### config.mk
export PLATFORM = sky130hd
export DESIGN_NAME = spicfg_top
export DESIGN_NICKNAME = d
export VERILOG_FILES = /design/src/rtl/spicfg_top.v
export VERILOG_INCLUDE_DIRS = /design/src /design/src/rtl
export SDC_FILE = /design/constraint.sdc
export NUM_CORES = 1
export LEC_CHECK = 0
export BUFFER_PORTS_ARGS = -buffer_cell sky130_fd_sc_hd__buf_4
export CORE_MARGIN = 3
export CORE_UTILIZATION = 30
export DETAILED_ROUTE_END_ITERATION = 6
export GPL_ROUTABILITY_DRIVEN = 0
export MAX_ROUTING_LAYER = met4
export SLEW_MARGIN = 10
export SYNTH_ARGS = -nofsm -noshare
export SYNTH_HDL_FRONTEND = slang
export SYNTH_SLANG_ARGS = --single-unit
### constraint.sdc
create_clock -name i_clk -period 8.5 [get_ports i_clk]
set_input_delay 0 -clock i_clk [delete_from_list [all_inputs] [get_ports i_clk]]
set_output_delay 0 -clock i_clk [all_outputs]
set_load 0.01 [all_outputs]
### src/rtl/spicfg_map.vh
`ifndef SPICFG_MAP_VH
`define SPICFG_MAP_VH
// Register indices; byte address is four times the index
`define SPICFG_IDX_MOD 6'h00
`define SPICFG_IDX_CFG 6'h01
`define SPICFG_IDX_IE 6'h02
`define SPICFG_IDX_DIV 6'h03
`define SPICFG_IDX_BUF 6'h04
`define SPICFG_IDX_RUN 6'h05
`define SPICFG_IDX_FLAG 6'h06
`define SPICFG_IDX_FCNT 6'h07
`define SPICFG_IDX_TOTAL 6'h0c
`define SPICFG_IDX_FIFO 6'h10
`define SPICFG_IDX_FCNT1 6'h13
`define SPICFG_IDX_DNOW 6'h14
`define SPICFG_IDX_DBEG 6'h18
`define SPICFG_IDX_DEND 6'h1c
// Mode control fields
`define SPICFG_MOD_MISO_OE 7
`define SPICFG_MOD_MOSI_OE 6
`define SPICFG_MOD_SCK_OE 5
`define SPICFG_MOD_RX_DIR 4
`define SPICFG_MOD_CMD_SCK3 3
`define SPICFG_MOD_CLEAR 1
`define SPICFG_MOD_SLAVE 0
// Configuration fields
`define SPICFG_CFG_DLY 6
`define SPICFG_CFG_LSB 5
`define SPICFG_CFG_AUTO 4
`define SPICFG_CFG_WRAP 2
`define SPICFG_CFG_DMA 0
`define SPICFG_CFG_MASK 8'h75
`define SPICFG_IE_MASK 8'h9f
// Flag fields
`define SPICFG_FLG_FIRST 7
`define SPICFG_FLG_FREE 6
`define SPICFG_FLG_OVF 4
`define SPICFG_FLG_DMA 3
`define SPICFG_FLG_HALF 2
`define SPICFG_FLG_BYTE 1
`define SPICFG_FLG_CNT 0
`define SPICFG_FLG_MASK 8'h9f
// Reset values
`define SPICFG_RST_MOD 8'h02
`define SPICFG_RST_DIV 8'h10
`define SPICFG_RST_ZERO 8'h00
// Divisor floor and FIFO shape
`define SPICFG_DIV_MIN 8'h02
`define SPICFG_FIFO_FULL 4'h8
`define SPICFG_FIFO_HALF 4'h4
`endif

### src/rtl/spicfg_top.v
// The strobed register port and the register addresses were left to the implementer.
`timescale 1ns/100ps
`include "spicfg_map.vh"
module spicfg_top (
   input wire i_clk,
   input wire i_reset,
   input wire [7:0] i_addr,
   input wire [15:0] i_wdata,
   input wire i_wr,
   input wire i_rd,
   output reg [15:0] o_rdata,
   output wire o_irq,
   output reg o_sck,
   output wire o_sck_oe,
   output reg o_mosi,
   output wire o_mosi_oe,
   input wire i_miso,
   output reg o_miso,
   output wire o_miso_oe,
   input wire i_sck,
   input wire i_mosi,
   input wire i_cs_n,
   output reg [14:0] o_dma_addr,
   output reg o_dma_rd,
   output reg o_dma_wr,
   output reg [7:0] o_dma_wdata,
   input wire [7:0] i_dma_rdata
);
   reg [7:0] mod_r, cfg_r, ie_r, div_r, buf_r, flag_r;
   reg [11:0] total_r;
   reg [14:0] dnow_r, dbeg_r, dend_r;
   reg [2:0] miso_s, sck_s;
   reg [1:0] mosi_s, cs_s;
   reg cs_prev_r;
   reg busy_r, first_r, cs_load_r, cmd_act_r, dma_pend_r;
   reg [7:0] cnt_r, sh_r;
   reg [3:0] bits_r;
   reg [7:0] fifo_mem [0:7];
   reg [2:0] wp_r, rp_r;
   reg [3:0] fcnt_r;

   function hit;
      input [5:0] idx;
      begin
         hit = (i_addr == {idx, 2'b00});
      end
   endfunction

   function nbit;
      input [7:0] x;
      input lsb;
      begin
         nbit = lsb ? x[0] : x[7];
      end
   endfunction

   wire slave = mod_r[`SPICFG_MOD_SLAVE];
   wire rxdir = mod_r[`SPICFG_MOD_RX_DIR];
   wire clr = mod_r[`SPICFG_MOD_CLEAR];
   wire lsb = cfg_r[`SPICFG_CFG_LSB];
   wire empty = (fcnt_r == 4'h0);
   wire full = (fcnt_r == `SPICFG_FIFO_FULL);
   wire [7:0] head = fifo_mem[rp_r];
   wire tot_nz = (total_r != 12'h000);

   // Divisor floor protects the half period from collapsing to zero
   wire [7:0] div_eff = (div_r < `SPICFG_DIV_MIN) ? `SPICFG_DIV_MIN : div_r;
   wire [7:0] half = {1'b0, div_eff[7:1]};
   wire m_rise = !slave && busy_r && (cnt_r == half - 8'h01);
   wire m_fall = !slave && busy_r && (cnt_r == div_eff - 8'h01);
   wire cs_act = !cs_s[1];
   wire s_rise = slave && cs_act && sck_s[1] && !sck_s[2];
   wire s_fall = slave && cs_act && !sck_s[1] && sck_s[2];
   // Master samples at the clock fall so the input flops see a settled bit
   wire rise = m_fall || s_rise;
   wire fall = m_fall || s_fall;
   // Extra stage trades a cycle of latency for margin near Fsys/2
   wire din_m = cfg_r[`SPICFG_CFG_DLY] ? miso_s[2] : miso_s[1];
   wire din = slave ? mosi_s[1] : din_m;
   wire [7:0] sh_in = lsb ? {din, sh_r[7:1]} : {sh_r[6:0], din};
   wire byte_end = rise && (bits_r == 4'h7);
   wire cs_rise = slave && cs_act && !cs_prev_r;

   wire sw_buf_wr = i_wr && hit(`SPICFG_IDX_BUF);
   wire sw_buf_acc = (i_wr || i_rd) && (hit(`SPICFG_IDX_BUF) || hit(`SPICFG_IDX_FIFO));
   wire dma_en = cfg_r[`SPICFG_CFG_DMA];
   wire m_start_sw = !slave && !busy_r && sw_buf_wr && !clr;
   wire m_start_auto = !slave && !busy_r && !sw_buf_wr && tot_nz && !clr &&
                       (rxdir ? !full : !empty);
   wire [7:0] m_load = m_start_sw ? i_wdata[7:0] : (rxdir ? 8'hff : head);

   // Software FIFO port is shut while DMA owns it, so pushes never collide
   wire sw_fifo_wr = i_wr && hit(`SPICFG_IDX_FIFO) && !rxdir && !dma_en && !full;
   wire sw_fifo_rd = i_rd && hit(`SPICFG_IDX_FIFO) && rxdir && !dma_en && !empty;
   wire s_pop = slave && byte_end && !first_r && !rxdir && !empty;
   wire eng_push = byte_end && rxdir && !full;
   wire dma_run = dma_en && tot_nz && !clr && (dnow_r != dend_r);
   wire dma_issue = dma_run && !rxdir && !dma_pend_r && !full;
   wire dma_pop = dma_run && rxdir && !empty;
   wire dma_push = dma_pend_r && !full;
   wire push = sw_fifo_wr || eng_push || dma_push;
   wire pop = sw_fifo_rd || (m_start_auto && !rxdir) || s_pop || dma_pop;
   wire [7:0] push_d = eng_push ? sh_in : (dma_push ? i_dma_rdata : i_wdata[7:0]);
   wire [14:0] dnext = dnow_r + 15'h0001;
   wire dma_step = dma_issue || dma_pop;

   wire ovf = byte_end && (rxdir ? full : (slave && !first_r && empty));
   wire half_hit = rxdir ? (fcnt_r >= `SPICFG_FIFO_HALF) : (fcnt_r < `SPICFG_FIFO_HALF);
   wire first_evt = slave && byte_end && first_r;
   wire m_dec = !slave && byte_end && tot_nz;
   wire fifo_ready = tot_nz && (rxdir ? !full : !empty);

   reg [7:0] fset, fclr;
   always @* begin
      fset = 8'h00;
      fset[`SPICFG_FLG_FIRST] = first_evt && mod_r[`SPICFG_MOD_CMD_SCK3];
      fset[`SPICFG_FLG_OVF] = ovf;
      fset[`SPICFG_FLG_DMA] = dma_step && (dnext == dend_r);
      fset[`SPICFG_FLG_HALF] = half_hit;
      fset[`SPICFG_FLG_BYTE] = byte_end;
      fset[`SPICFG_FLG_CNT] = m_dec && (total_r == 12'h001);
      fclr = 8'h00;
      if (i_wr && hit(`SPICFG_IDX_FLAG))
         fclr = i_wdata[7:0] & `SPICFG_FLG_MASK;
      if (sw_buf_acc && cfg_r[`SPICFG_CFG_AUTO])
         fclr[`SPICFG_FLG_BYTE] = 1'b1;
   end

   // Each enable bit gates the flag in the same position
   assign o_irq = |(flag_r & ie_r & `SPICFG_IE_MASK);
   assign o_sck_oe = mod_r[`SPICFG_MOD_SCK_OE];
   assign o_mosi_oe = mod_r[`SPICFG_MOD_MOSI_OE];
   assign o_miso_oe = mod_r[`SPICFG_MOD_MISO_OE];

   always @(posedge i_clk) begin
      miso_s <= {miso_s[1:0], i_miso};
      sck_s <= {sck_s[1:0], i_sck};
      mosi_s <= {mosi_s[0], i_mosi};
      cs_s <= {cs_s[0], i_cs_n};
   end

   // Register file and flags
   always @(posedge i_clk) begin
      if (i_reset) begin
         mod_r <= `SPICFG_RST_MOD;
         cfg_r <= `SPICFG_RST_ZERO;
         ie_r <= `SPICFG_RST_ZERO;
         div_r <= `SPICFG_RST_DIV;
         flag_r <= `SPICFG_RST_ZERO;
         total_r <= 12'h000;
         dnow_r <= 15'h0000;
         dbeg_r <= 15'h0000;
         dend_r <= 15'h0000;
      end else begin
         if (i_wr) begin
            if (hit(`SPICFG_IDX_MOD))
               mod_r <= i_wdata[7:0];
            if (hit(`SPICFG_IDX_CFG))
               cfg_r <= i_wdata[7:0] & `SPICFG_CFG_MASK;
            if (hit(`SPICFG_IDX_IE))
               ie_r <= i_wdata[7:0] & `SPICFG_IE_MASK;
            if (hit(`SPICFG_IDX_DIV))
               div_r <= i_wdata[7:0];
            if (hit(`SPICFG_IDX_DBEG))
               dbeg_r <= i_wdata[14:0];
            if (hit(`SPICFG_IDX_DEND))
               dend_r <= i_wdata[14:0];
         end
         if (clr) begin
            flag_r <= `SPICFG_RST_ZERO;
            total_r <= 12'h000;
         end else begin
            flag_r <= (flag_r & ~fclr) | fset;
            if (i_wr && hit(`SPICFG_IDX_TOTAL))
               total_r <= i_wdata[11:0];
            else if (m_dec)
               total_r <= total_r - 12'h001;
         end
         if (i_wr && hit(`SPICFG_IDX_DNOW))
            dnow_r <= i_wdata[14:0];
         else if (dma_step)
            dnow_r <= (dnext == dend_r && cfg_r[`SPICFG_CFG_WRAP]) ? dbeg_r : dnext;
      end
   end

   // DMA master port
   always @(posedge i_clk) begin
      if (i_reset) begin
         o_dma_addr <= 15'h0000;
         o_dma_rd <= 1'b0;
         o_dma_wr <= 1'b0;
         o_dma_wdata <= 8'h00;
         dma_pend_r <= 1'b0;
      end else begin
         o_dma_rd <= dma_issue;
         o_dma_wr <= dma_pop;
         dma_pend_r <= dma_issue;
         if (dma_step)
            o_dma_addr <= dnow_r;
         if (dma_pop)
            o_dma_wdata <= head;
      end
   end

   // FIFO
   always @(posedge i_clk) begin
      if (i_reset || clr) begin
         wp_r <= 3'h0;
         rp_r <= 3'h0;
         fcnt_r <= 4'h0;
      end else begin
         if (push)
            wp_r <= wp_r + 3'h1;
         if (pop)
            rp_r <= rp_r + 3'h1;
         if (push && !pop)
            fcnt_r <= fcnt_r + 4'h1;
         else if (pop && !push)
            fcnt_r <= fcnt_r - 4'h1;
      end
   end

   always @(posedge i_clk) begin
      if (push)
         fifo_mem[wp_r] <= push_d;
   end

   // Serial engine
   always @(posedge i_clk) begin
      if (i_reset) begin
         busy_r <= 1'b0;
         cnt_r <= 8'h00;
         bits_r <= 4'h0;
         sh_r <= 8'h00;
         buf_r <= 8'h00;
         first_r <= 1'b0;
         cs_load_r <= 1'b0;
         cmd_act_r <= 1'b0;
         cs_prev_r <= 1'b0;
         o_mosi <= 1'b0;
         o_miso <= 1'b0;
         o_sck <= 1'b0;
      end else begin
         cs_prev_r <= slave && cs_act;
         if (!busy_r)
            o_sck <= mod_r[`SPICFG_MOD_CMD_SCK3];
         if (sw_buf_wr && slave)
            buf_r <= i_wdata[7:0];
         if (m_start_sw || m_start_auto) begin
            busy_r <= 1'b1;
            cnt_r <= 8'h00;
            bits_r <= 4'h0;
            sh_r <= m_load;
            o_mosi <= nbit(m_load, lsb);
         end else if (busy_r) begin
            cnt_r <= m_fall ? 8'h00 : cnt_r + 8'h01;
            if (m_rise)
               o_sck <= 1'b1;
            if (m_fall) begin
               // Clock and data move on one edge, so data changes while clock is high only at a start with SPICFG_MOD_CMD_SCK3 idling it high
               o_sck <= 1'b0;
               o_mosi <= nbit(sh_in, lsb);
               if (bits_r == 4'h7)
                  busy_r <= 1'b0;
            end
         end
         if (cs_rise) begin
            sh_r <= buf_r;
            o_miso <= nbit(buf_r, lsb);
            bits_r <= 4'h0;
            first_r <= 1'b1;
            cs_load_r <= 1'b1;
         end else if (slave && !cs_act) begin
            bits_r <= 4'h0;
            first_r <= 1'b0;
            cs_load_r <= 1'b0;
            cmd_act_r <= 1'b0;
         end
         if (s_fall)
            o_miso <= nbit(sh_r, lsb);
         if (rise) begin
            sh_r <= sh_in;
            bits_r <= bits_r + 4'h1;
            cmd_act_r <= 1'b0;
         end
         if (byte_end) begin
            buf_r <= sh_in;
            if (slave) begin
               bits_r <= 4'h0;
               if (first_r) begin
                  sh_r <= div_r;
                  first_r <= 1'b0;
                  cs_load_r <= 1'b0;
                  cmd_act_r <= 1'b1;
               end else if (!rxdir && !empty)
                  sh_r <= head;
               else
                  sh_r <= 8'hff;
            end
         end
      end
   end

   // Read port; data valid only in the cycle after the strobe
   always @(posedge i_clk) begin
      if (i_reset || !i_rd)
         o_rdata <= 16'h0000;
      else begin
         o_rdata <= 16'h0000;
         if (hit(`SPICFG_IDX_MOD))
            o_rdata <= {8'h00, mod_r};
         if (hit(`SPICFG_IDX_CFG))
            o_rdata <= {8'h00, cfg_r};
         if (hit(`SPICFG_IDX_IE))
            o_rdata <= {8'h00, ie_r};
         if (hit(`SPICFG_IDX_DIV))
            o_rdata <= {8'h00, div_r};
         if (hit(`SPICFG_IDX_BUF))
            o_rdata <= {8'h00, buf_r};
         if (hit(`SPICFG_IDX_RUN))
            o_rdata <= {8'h00, slave && cs_act, cs_load_r, fifo_ready, cmd_act_r, 4'h0};
         if (hit(`SPICFG_IDX_FLAG))
            o_rdata <= {8'h00, flag_r[7], !(busy_r || (slave && cs_act)), 1'b0, flag_r[4:0]};
         if (hit(`SPICFG_IDX_FCNT) || hit(`SPICFG_IDX_FCNT1))
            o_rdata <= {12'h000, fcnt_r};
         if (hit(`SPICFG_IDX_TOTAL))
            o_rdata <= {4'h0, total_r};
         if (hit(`SPICFG_IDX_FIFO))
            o_rdata <= {8'h00, head};
         if (hit(`SPICFG_IDX_DNOW))
            o_rdata <= {1'b0, dnow_r};
         if (hit(`SPICFG_IDX_DBEG))
            o_rdata <= {1'b0, dbeg_r};
         if (hit(`SPICFG_IDX_DEND))
            o_rdata <= {1'b0, dend_r};
      end
   end
endmodule // spicfg_top

# After elaboration in Yosys (flattened, before gate mapping)

Memory sizes are Yosys's and may differ from the RTL's. A register that Yosys moved wholly into a read port is not among the register bits.
Cells that the tools add are included.

Memory bits (writable): 64
Input port bits: 40
Logic and storage cells: 275
Register bits: 189
Memories: 1
Output and inout bits: 48

Memories:

| name     | words | width | rd ports | clocked after memory_dff | wr ports | RTL line        | source |
|---|---|---|---|---|---|---|---|
| fifo_mem | 8     | 8     | 1        | 1                        | 1        | spicfg_top.v:38 | `reg [7:0] fifo_mem [0:7];` |

Equality and inequality tests: 20
Add/sub/neg operators: 10
Bitwise gates (word level): 4
Reduce and logical (&&, ||, !) cells: 116
Muxes and demuxes: 87
$lt $le $gt $ge: 3

Operators with widths:

| cell                                                                   | count |
|---|---|
| 15-bit 2-to-1 mux                                                      | 15 |
| 8-bit 2-to-1 mux                                                       | 18 |
| 1-bit logical AND                                                      | 63 |
| 1-bit 2-to-1 mux                                                       | 42 |
| 8-bit by 7-bit equality test with 1-bit output, second input constant  | 5 |
| 8-bit by 5-bit equality test with 1-bit output, second input constant  | 4 |
| 4-bit 2-to-1 mux                                                       | 8 |
| 12-bit 2-to-1 mux                                                      | 2 |
| 1-bit zero test                                                        | 18 |
| 8-bit bitwise AND                                                      | 2 |
| 8-bit by 4-bit equality test with 1-bit output, second input constant  | 2 |
| 8-bit equality test                                                    | 2 |
| 15-bit by 1-bit adder with 15-bit output, second input constant        | 1 |
| 15-bit equality test                                                   | 1 |
| 15-bit inequality test                                                 | 1 |
| 1-bit logical OR                                                       | 14 |
| 2-bit AND reduction                                                    | 7 |
| 2-bit nonzero test                                                     | 7 |
| 13-bit OR reduction                                                    | 1 |
| 12-bit by 1-bit equality test with 1-bit output, second input constant | 1 |
| 12-bit nonzero test                                                    | 1 |
| 12-bit by 1-bit subtractor with 12-bit output, second input constant   | 1 |
| 4-bit by 1-bit adder with 4-bit output, second input constant          | 2 |
| 8-bit by 1-bit adder with 8-bit output, second input constant          | 1 |
| other kinds (18)                                                       | 21 |

# Longest topological paths before layout

Gate-level depths: netlist of run 1.

Word-level depth: 16
Depth in mapped cells: 21
Gate-level depth less buffers: 18

# Worst setup path before layout of run 1

Ideal clock, no wire load.

Path type: reg-to-reg
Start point: register div_r[3]
End point: register fcnt_r[3]
Buffers on the path: 2
Path slack: 4,386 ps
Library setup time: 71 ps
Clock period less this slack: 4,114 ps
Data required time: 8,429 ps
Cell stages (with the launch flop): 21
Data arrival time: 4,043 ps
Cells stage by stage: dfxtp_1 -> clkbuf_1 -> or3_1 -> nor2_1 -> nor2_1 -> ha_1 -> nor3b_1 -> a21oi_1 -> o211a_1 -> o22a_2 -> a21oi_1 -> nor3b_1 -> buf_2 -> ha_1 -> inv_1 -> ha_1 -> a21o_1 -> a21oi_1 -> xnor2_1 -> or3_1 -> a21oi_1

Elaborated cells between the ends (all ways): 23
Classes of those cells: add/sub (1); order compare (1); eq/ne (1); mux (2); reduce/logical (18)

RTL lines:

| item                                                           | RTL line         | source |
|---|---|---|
| start: declaration                                             | spicfg_top.v:29  | `reg [7:0] mod_r, cfg_r, ie_r, div_r, buf_r, flag_r;` |
| start signal: assignment                                       | spicfg_top.v:148 | `` div_r <= `SPICFG_RST_DIV; `` |
| start signal: assignment                                       | spicfg_top.v:163 | `div_r <= i_wdata[7:0];` |
| 8-bit by 2-bit < comparator with 1-bit output (no source line) | -                |  |
| 8-bit 2-to-1 mux *                                             | spicfg_top.v:67  | `` wire [7:0] div_eff = (div_r < `SPICFG_DIV_MIN) ? `SPICFG_DIV_MIN : div_r; `` |
| 8-bit by 1-bit subtractor with 8-bit output *                  | spicfg_top.v:70  | `wire m_fall = !slave && busy_r && (cnt_r == div_eff - 8'h01);` |
| 8-bit equality test *                                          | spicfg_top.v:70  |  |
| 1-bit logical AND *                                            | spicfg_top.v:70  |  |
| 1-bit logical OR *                                             | spicfg_top.v:75  | `wire rise = m_fall \|\| s_rise;` |
| 1-bit logical AND *                                            | spicfg_top.v:81  | `wire byte_end = rise && (bits_r == 4'h7);` |
| 1-bit logical AND * (2 in a row)                               | spicfg_top.v:96  | `wire eng_push = byte_end && rxdir && !full;` |
| 1-bit logical OR * (2 in a row)                                | spicfg_top.v:101 | `wire push = sw_fifo_wr \|\| eng_push \|\| dma_push;` |
| via push                                                       | spicfg_top.v:101 |  |
| 1-bit zero test                                                | spicfg_top.v:218 | `else if (pop && !push)` |
| 1-bit logical AND                                              | spicfg_top.v:218 |  |
| 2-bit nonzero test (no source line)                            | -                |  |
| end signal: assignment                                         | spicfg_top.v:217 | `fcnt_r <= fcnt_r + 4'h1;` |
| end signal: assignment                                         | spicfg_top.v:219 | `fcnt_r <= fcnt_r - 4'h1;` |
| end: declaration                                               | spicfg_top.v:40  | `reg [3:0] fcnt_r;` |

The timed path passes the listed nets; every way through them passes the cells marked *.
A chain may end at the register's enable or synchronous reset.

# Final worst setup path of run 1

Start point: register div_r[4]
End point: register fcnt_r[3]

Longest elaborated chain between the ends: 16
Elaborated cells between the ends (all ways): 23
Classes of those cells: add/sub (1); order compare (1); eq/ne (1); mux (2); reduce/logical (18)

RTL lines:

| item                                                           | RTL line         | source |
|---|---|---|
| 8-bit by 2-bit < comparator with 1-bit output (no source line) | -                |  |
| 8-bit 2-to-1 mux *                                             | spicfg_top.v:67  |  |
| 8-bit by 1-bit subtractor with 8-bit output *                  | spicfg_top.v:70  |  |
| 8-bit equality test *                                          | spicfg_top.v:70  |  |
| 1-bit logical AND *                                            | spicfg_top.v:70  |  |
| 1-bit logical OR *                                             | spicfg_top.v:75  |  |
| 1-bit logical AND *                                            | spicfg_top.v:81  |  |
| 1-bit logical AND (4 in a row)                                 | spicfg_top.v:95  | `wire s_pop = slave && byte_end && !first_r && !rxdir && !empty;` |
| 1-bit logical OR (2 in a row)                                  | spicfg_top.v:102 | `wire pop = sw_fifo_rd \|\| (m_start_auto && !rxdir) \|\| s_pop \|\| dma_pop;` |
| 1-bit zero test                                                | spicfg_top.v:216 | `if (push && !pop)` |
| 1-bit logical AND                                              | spicfg_top.v:216 |  |
| 4-bit 2-to-1 mux or 2-bit nonzero test (tied branches)         | -                |  |

Mark *: on every way between the ends. The rest lies on a longest branch, timed or not.

==> results by group, run 1 <==
Outcome
  – Status: completed

Global route
  – Gr usage total: 0.185
  – Largest net degree at the start of global routing: 74
  – Overflow after GRT: 0
  – First-pass GRT wire length: 67400 um
  – Vias in the first global route: 11.3k
  – Initial antenna violation count: 5

CTS
  – Hold_buf cts: 28
  – CTS sink cnt: 253
  – CTS tree: built
  – Num CTS Buffers: 29
  – Maximum clock insertion buffer count: 3
  – # H-tree levels: 1
  – Clock root cell: clkbuf_16
  – Clk slew on worst S/H paths: 0.06 ns
  – Post-CTS setup buffer count: 0
  – Skew-Pair Late Insertion Delay: 0.57 ns
  – Post-CTS Resized: 0

Synthesis
  – Flops & latches, synth: 253
  – Area leader, netlist: dfxtp_1
  – Synth Flop Type: dfxtp_1
  – Ys async rst share: 0
  – Cells after Synth: approximately 1.5k
  – Mapped Avg Cell Area: slightly above 9 um^2
  – Top post-synthesis cells by count: dfxtp_1 (189), nor2_1 (151), nand2_1 (143)
  – Top-count cell post-synth: dfxtp_1
  – Sequential cell area fraction in the yosys report: 0.426
  – Post-synth EDFFs: 64
  – Synth warnings: 0
  – Post-Syn Nets: 1517
  – Synth cell types: 91
  – Yosys top cell area share: 0.283
  – Synth area leaders: dfxtp_1 (28%), edfxtp_1 (14%), mux2i_1 (6.4%)
  – Synthesized cell area: ~13000 um^2

Min path
  – Worst Hold Class: primary input to flip-flop

Timing
  – Final setup viols: 0
  – Fin crit share: 0.609
  – Setup TNS Final: 0 ns
  – Min Clock Period, post-route: 5.18 ns
  – Worst Max-Slew Pin Slew: 1.22 ns
  – Final-report hold violation count: 0
  – Final slew viol count: 0
  – RSZ-0062 raised after global routing: false
  – Relative slew margins: 0.185
  – Max Freq: 193 MHz
  – Clock Skews: 0.0159 ns

Power
  – LEAKAGE: 5.60 nW
  – NetSw: approximately 0.6 mW
  – Clock power share: 0.496
  – Internal power consumption: 2.05 mW
  – Sequential share of power: 0.468
  – Max rail drop VDD: approximately 0.15 mV
  – Comb power frac: 0.036
  – Net Sw Frac: 0.224
  – Total power: 2.64 mW
  – PwrDens: 169 nW/um^2

Routing
  – Routed WL per cell: 20.7 um
  – DRT antenna net count: 0
  – DR pass1 iterations: 6
  – Via count: around 12k
  – Total wire length: 43600 um
  – Drc violations: 0
  – Drt initial violations: roughly 1.2k
  – Vias per cell: ~5.6

Worst setup path
  – CP arrival: 5.68 ns
  – WS Path Type: flip-flop to flip-flop
  – CP Data Required Time: 9.00 ns
  – Largest fanout on the critical path: 12
  – Startpoint types: flip-flop
  – Crit end category: flip-flop
  – Worst reg2reg setup slack: about 3.3 ns

Floorplan
  – Initial Util: 0.307
  – I/O pin count: 88
  – Row count: 76
  – Die Wd: approximately 220 um
  – Core region area: 43600 um^2
  – Die Span Y: roughly 220 um
  – DIE AREA: ~47000 um^2

Placed design
  – Post-DP HPWL: 30500 um
  – Number of I/O port buffers: 85

Run
  – Max cap viols: 0

Finish
  – Layout cell share with drive strength beyond 1: 0.142
  – Layout Nets: 1551
  – Final core occ: 0.359
  – Area Overhead vs Synth: 16.7%
## cell usage in the layout (no fill, tap or decap), types with 30 or more instances in the layout
cell / instances
dfxtp_1: 189
edfxtp_1: 64
buf_4: 97
o21ai_0: 39
nor2_1: 151
a21oi_1: 98
nand2_1: 143
a211oi_1: 30
mux2i_1: 85
nand3_1: 43
nor3_1: 56
## layer usage
layer	up-vias	GRT usage	share of wire
met5	-	-	0
met4	0	0.0674	0.037
met3	112	0.0345	0.087
met2	535	0.284	0.45
met1	5687	0.246	0.43
li1	5463	-	-
## logic make-up after synthesis
| family | synth area share |
|---|---|
| and+or+nand+nor | 0.212 |
| AOI/OAI and AO/OA | 0.159 |
| DFF | 0.426 |
| buffers and inverters | 0.0442 |
| muxes | 0.115 |
| xor gates and xnor gates | 0.0307 |
| adders and majority gates | 0.0127 |
| other | 0.000280 |
## final timing paths
check,from,end,depth (start not counted)
setup reg to reg,div_r[4],fcnt_r[3],18
hold reg to reg,sck_s[0],sck_s[1],0
hold / removal,i_addr[7],flag_r[1],6
setup / recovery,div_r[4],fcnt_r[3],18
## state kept, by name, summed over array words and instances (netlist names), 8 cells and up, named ones only
name         count
buf_r            8
cnt_r            8
dbeg_r          15
dend_r          15
div_r            8
dnow_r          15
fifo_mem        64
mod_r            8
o_dma_addr      15
o_dma_wdata      8
o_rdata         15
sh_r             8
total_r         12
## per-stage QoR
stage               area, um^2  hold slack (ns)  std cells  worst slack [ns]
floorplan                13400           0.0277       1464              4.39
global placement         14300            0.117       2024              3.11
detailed placement       14300            0.117       2024              2.94
CTS                      15600           0.0168       2104              2.95
global route             15600           0.0764       2109              2.98
finish                   15600           0.0664       2109              3.32
## layout make-up
cell class                      instances  area, um^2
Antenna cell                            5        12.5
Multi-Input combinational cell       1070        7100
Clock buffer                           37         796
Timing Repair Buffer                  125        1010
Fill cell                            4491       27900
Sequential cell                       253        5710
Clock inverter                         15         198
Tap cell                              585         732
Inverter                               19        71.3
## power groups by stage
stage	Clock [mW]	Combinational (mW)	Sequential, mW
floorplan	0	0.0435	1.26
global placement	0	0.0831	1.26
detailed placement	0	0.0841	1.26
CTS	1.34	0.0933	1.24
global route	1.38	0.101	1.24
finish	1.31	0.0948	1.24
## worst max-delay path, cell delays in order (launching register included)
cell and delay [ns]:
dfxtp_1 0.67, or4_4 0.26, nor2_1 0.05, nor2_1 0.22
ha_1 0.33, nor3b_1 0.59, and3_1 0.29, o211a_1 0.14
o22a_2 0.27, a21oi_1 0.14, nor3b_2 0.62, ha_1 0.30
inv_1 0.09, ha_1 0.27, a21o_1 0.17, a21oi_1 0.17
xnor2_1 0.09, or3_1 0.30, a21oi_1 0.13
No activity file was read; power rests on OpenSTA's default activity.
==> run 2: changes to the inputs <==
- clock period: 8.5 -> 4.5 ns (I/O delays scaled with it)
==> run 2 against run 1 <==
Against the previous run:
- sequential share of layout area hardly changed
- sequential cell count did not move
- clock skew rose by 0.0064 ns
- core utilization barely moved
- critical endpoint unchanged
- highest routed layer unchanged
==> results by group, run 2 (synthesized netlist as in run 1, its figures left out) <==
Outcome
  – Status: completed

Worst setup path
  – Crit end category: flip-flop
  – Startpoint types: flip-flop
  – Cells along the critical path: or4_4 > nor2_1 > nor2_1 > ha_1 > nor3b_1 > buf_4 > and3_1 > o211a_1 > o22a_2 > a21oi_1 > nor3b_2 > ha_1 > inv_1 > ha_1 > a21o_1 > a21oi_1 > xnor2_1 > or3_1 > a21oi_1
  – CP Data Required Time: 4.99 ns
  – Crit-path max cell delay: 0.57 ns
  – CP arrival: 4.74 ns
  – WS Path Type: flip-flop to flip-flop
  – Critical-path top delay cell: or4_4
  – Largest fanout on the critical path: 7

Finish
  – Layout Nets: between 1.5k and 2k
  – Area of the multi-input gates: 7100 um^2
  – Commonest cells after routing, fill and taps aside: dfxtp_1 (189), nor2_1 (151), nand2_1 (143)
  – Storage cell area: around 5700 um^2
  – Area Overhead vs Synth: 16.7%
  – Most common cell after layout, fill and taps aside: dfxtp_1
  – Layout cell share with drive strength beyond 1: 0.146
  – Final core occ: 0.359
  – Max FFs per register: 64
  – Filler Cell Count: around 4.5k
  – Biggest register: fifo_mem

Run
  – Max cap viols: 0

Power
  – Net Sw Frac: 0.225
  – Sequential share of power: 0.484
  – Total power: 4.83 mW
  – LEAKAGE: 5.61 nW
  – NetSw: 1.09 mW
  – Internal power consumption: 3.74 mW
  – Clock power share: 0.479
  – Comb power frac: 0.037
  – PwrDens: 309 nW/um^2
  – Max rail drop VDD: 0.298 mV

CTS
  – Clock root cell: clkbuf_16
  – # H-tree levels: 1
  – Num CTS Buffers: 29
  – Clk slew on worst S/H paths: 0.07 ns
  – Skew-Pair Late Insertion Delay: 0.56 ns
  – CTS sink cnt: 253
  – Maximum clock insertion buffer count: 3
  – CTS tree: built

Min path
  – Worst Hold Class: primary input to flip-flop

Timing
  – Final-report hold violation count: 0
  – RSZ-0062 raised after global routing: false
  – Relative slew margins: 0.277
  – Min Clock Period, post-route: 4.26 ns
  – Final slew viol count: 0
  – Final setup viols: 0
  – Worst Max-Slew Pin Slew: 1.08 ns
  – Setup TNS Final: 0 ns
  – Fin crit share: 0.946
  – Clock Skews: around 0.022 ns
  – Max Freq: between 200 and 250 MHz

Routing
  – DRT antenna net count: 0
  – Drt initial violations: 1090
  – DR pass1 iterations: 5
  – Vias per cell: 5.61
  – Routed WL per cell: between 20 and 25 um
  – Via count: 11.9k
  – Drc violations: 0
  – Total wire length: between 40000 and 50000 um

Global route
  – Overflow after GRT: 0
  – First-pass GRT wire length: 68200 um
  – Initial antenna violation count: 6
  – Largest net degree at the start of global routing: 73
  – Vias in the first global route: 11.3k
  – Gr usage total: 0.187

Floorplan
  – Core region area: around 44000 um^2
  – I/O pin count: 88
  – DIE AREA: 47200 um^2
  – Initial Util: 0.307
  – Die Wd: ~220 um
  – Row count: 76
  – Die Span Y: 217 um

Placed design
  – Number of I/O port buffers: 85
  – Post-DP HPWL: 30900 um
==> run 2: cell count changes in the layout (fill, tap and decap cells not counted), sizes merged <==
cell / previous run / this run
buf: 97 / 111
bufinv: 4 / 2
clkbuf: 37 / 40
clkinv: 6 / 8
clkinvlp: 4 / 3
diode: 5 / 4
dlygate4sd3: 28 / 25
inv: 20 / 18
==> run 2: power groups by stage <==
stage	registers [mW]	clock network [mW]	logic, mW
after detailed placement	2.39	0	0.159
final	2.34	2.31	0.180
after floorplan	2.39	0	0.0822
after global placement	2.39	0	0.157
after CTS	2.34	2.35	0.176
after global routing	2.34	2.44	0.190
==> run 2: metal layers <==
layer | vias to the layer above | part of all wire | track usage
met3 | 95 | 0.075 | 0.0285
met5 | - | 0 | -
li1 | 5492 | - | -
met2 | 505 | 0.46 | 0.294
met4 | 0 | 0.032 | 0.0583
met1 | 5788 | 0.44 | 0.250
==> run 2: worst max-delay path: cells and delay by family (launching register included) <==
kind	cells	cell delay, ns
simple gates	7	1.50
xor+xnor	1	0.09
buf+inv	2	0.27
compound gates	6	1.24
fa+ha+maj	3	0.77
flops	1	0.31
==> run 2: stage by stage <==
stage	setup WS [ns]	std cells	instance area [um^2]	hold WS [ns]
after detailed placement	0.198	2038	14400	0.108
final	0.244	2119	15600	0.0504
after global routing	0.0116	2119	15600	0.0897
after CTS	0.161	2115	15600	0.0272
after floorplan	0.386	1464	13400	0.0277
after global placement	0.219	2038	14400	0.106
==> run 2: final cells by class <==
type / count / share of cell area
diodes: 4 / 0.000641
clock inverters: 12 / 0.00761
repair buffers: 136 / 0.0694
clock buffers: 40 / 0.0510
multi-input cells: 1070 / 0.455
flip-flops and latches: 253 / 0.365
inverters: 19 / 0.00457
well taps: 585 / 0.0469
==> run 2: worst paths after layout <==
kind | startpoint | slack (ns) | depth (start not counted) | to
setup / recovery | div_r[7] | 0.24 | 19 | fcnt_r[3]
hold / removal | i_addr[7] | 0.05 | 6 | flag_r[1]
setup reg to reg | div_r[7] | 0.24 | 19 | fcnt_r[3]
hold reg to reg | miso_s[0] | 0.31 | 0 | miso_s[1]
==> run 2: timing repair <==
action | in CTS | in global routing
setup buffers | 0 | 0
gates resized for setup | 0 | 2
hold endpoints to repair | 107 | 0
setup endpoints to repair | 0 | 1
hold buffers | 25 | 0
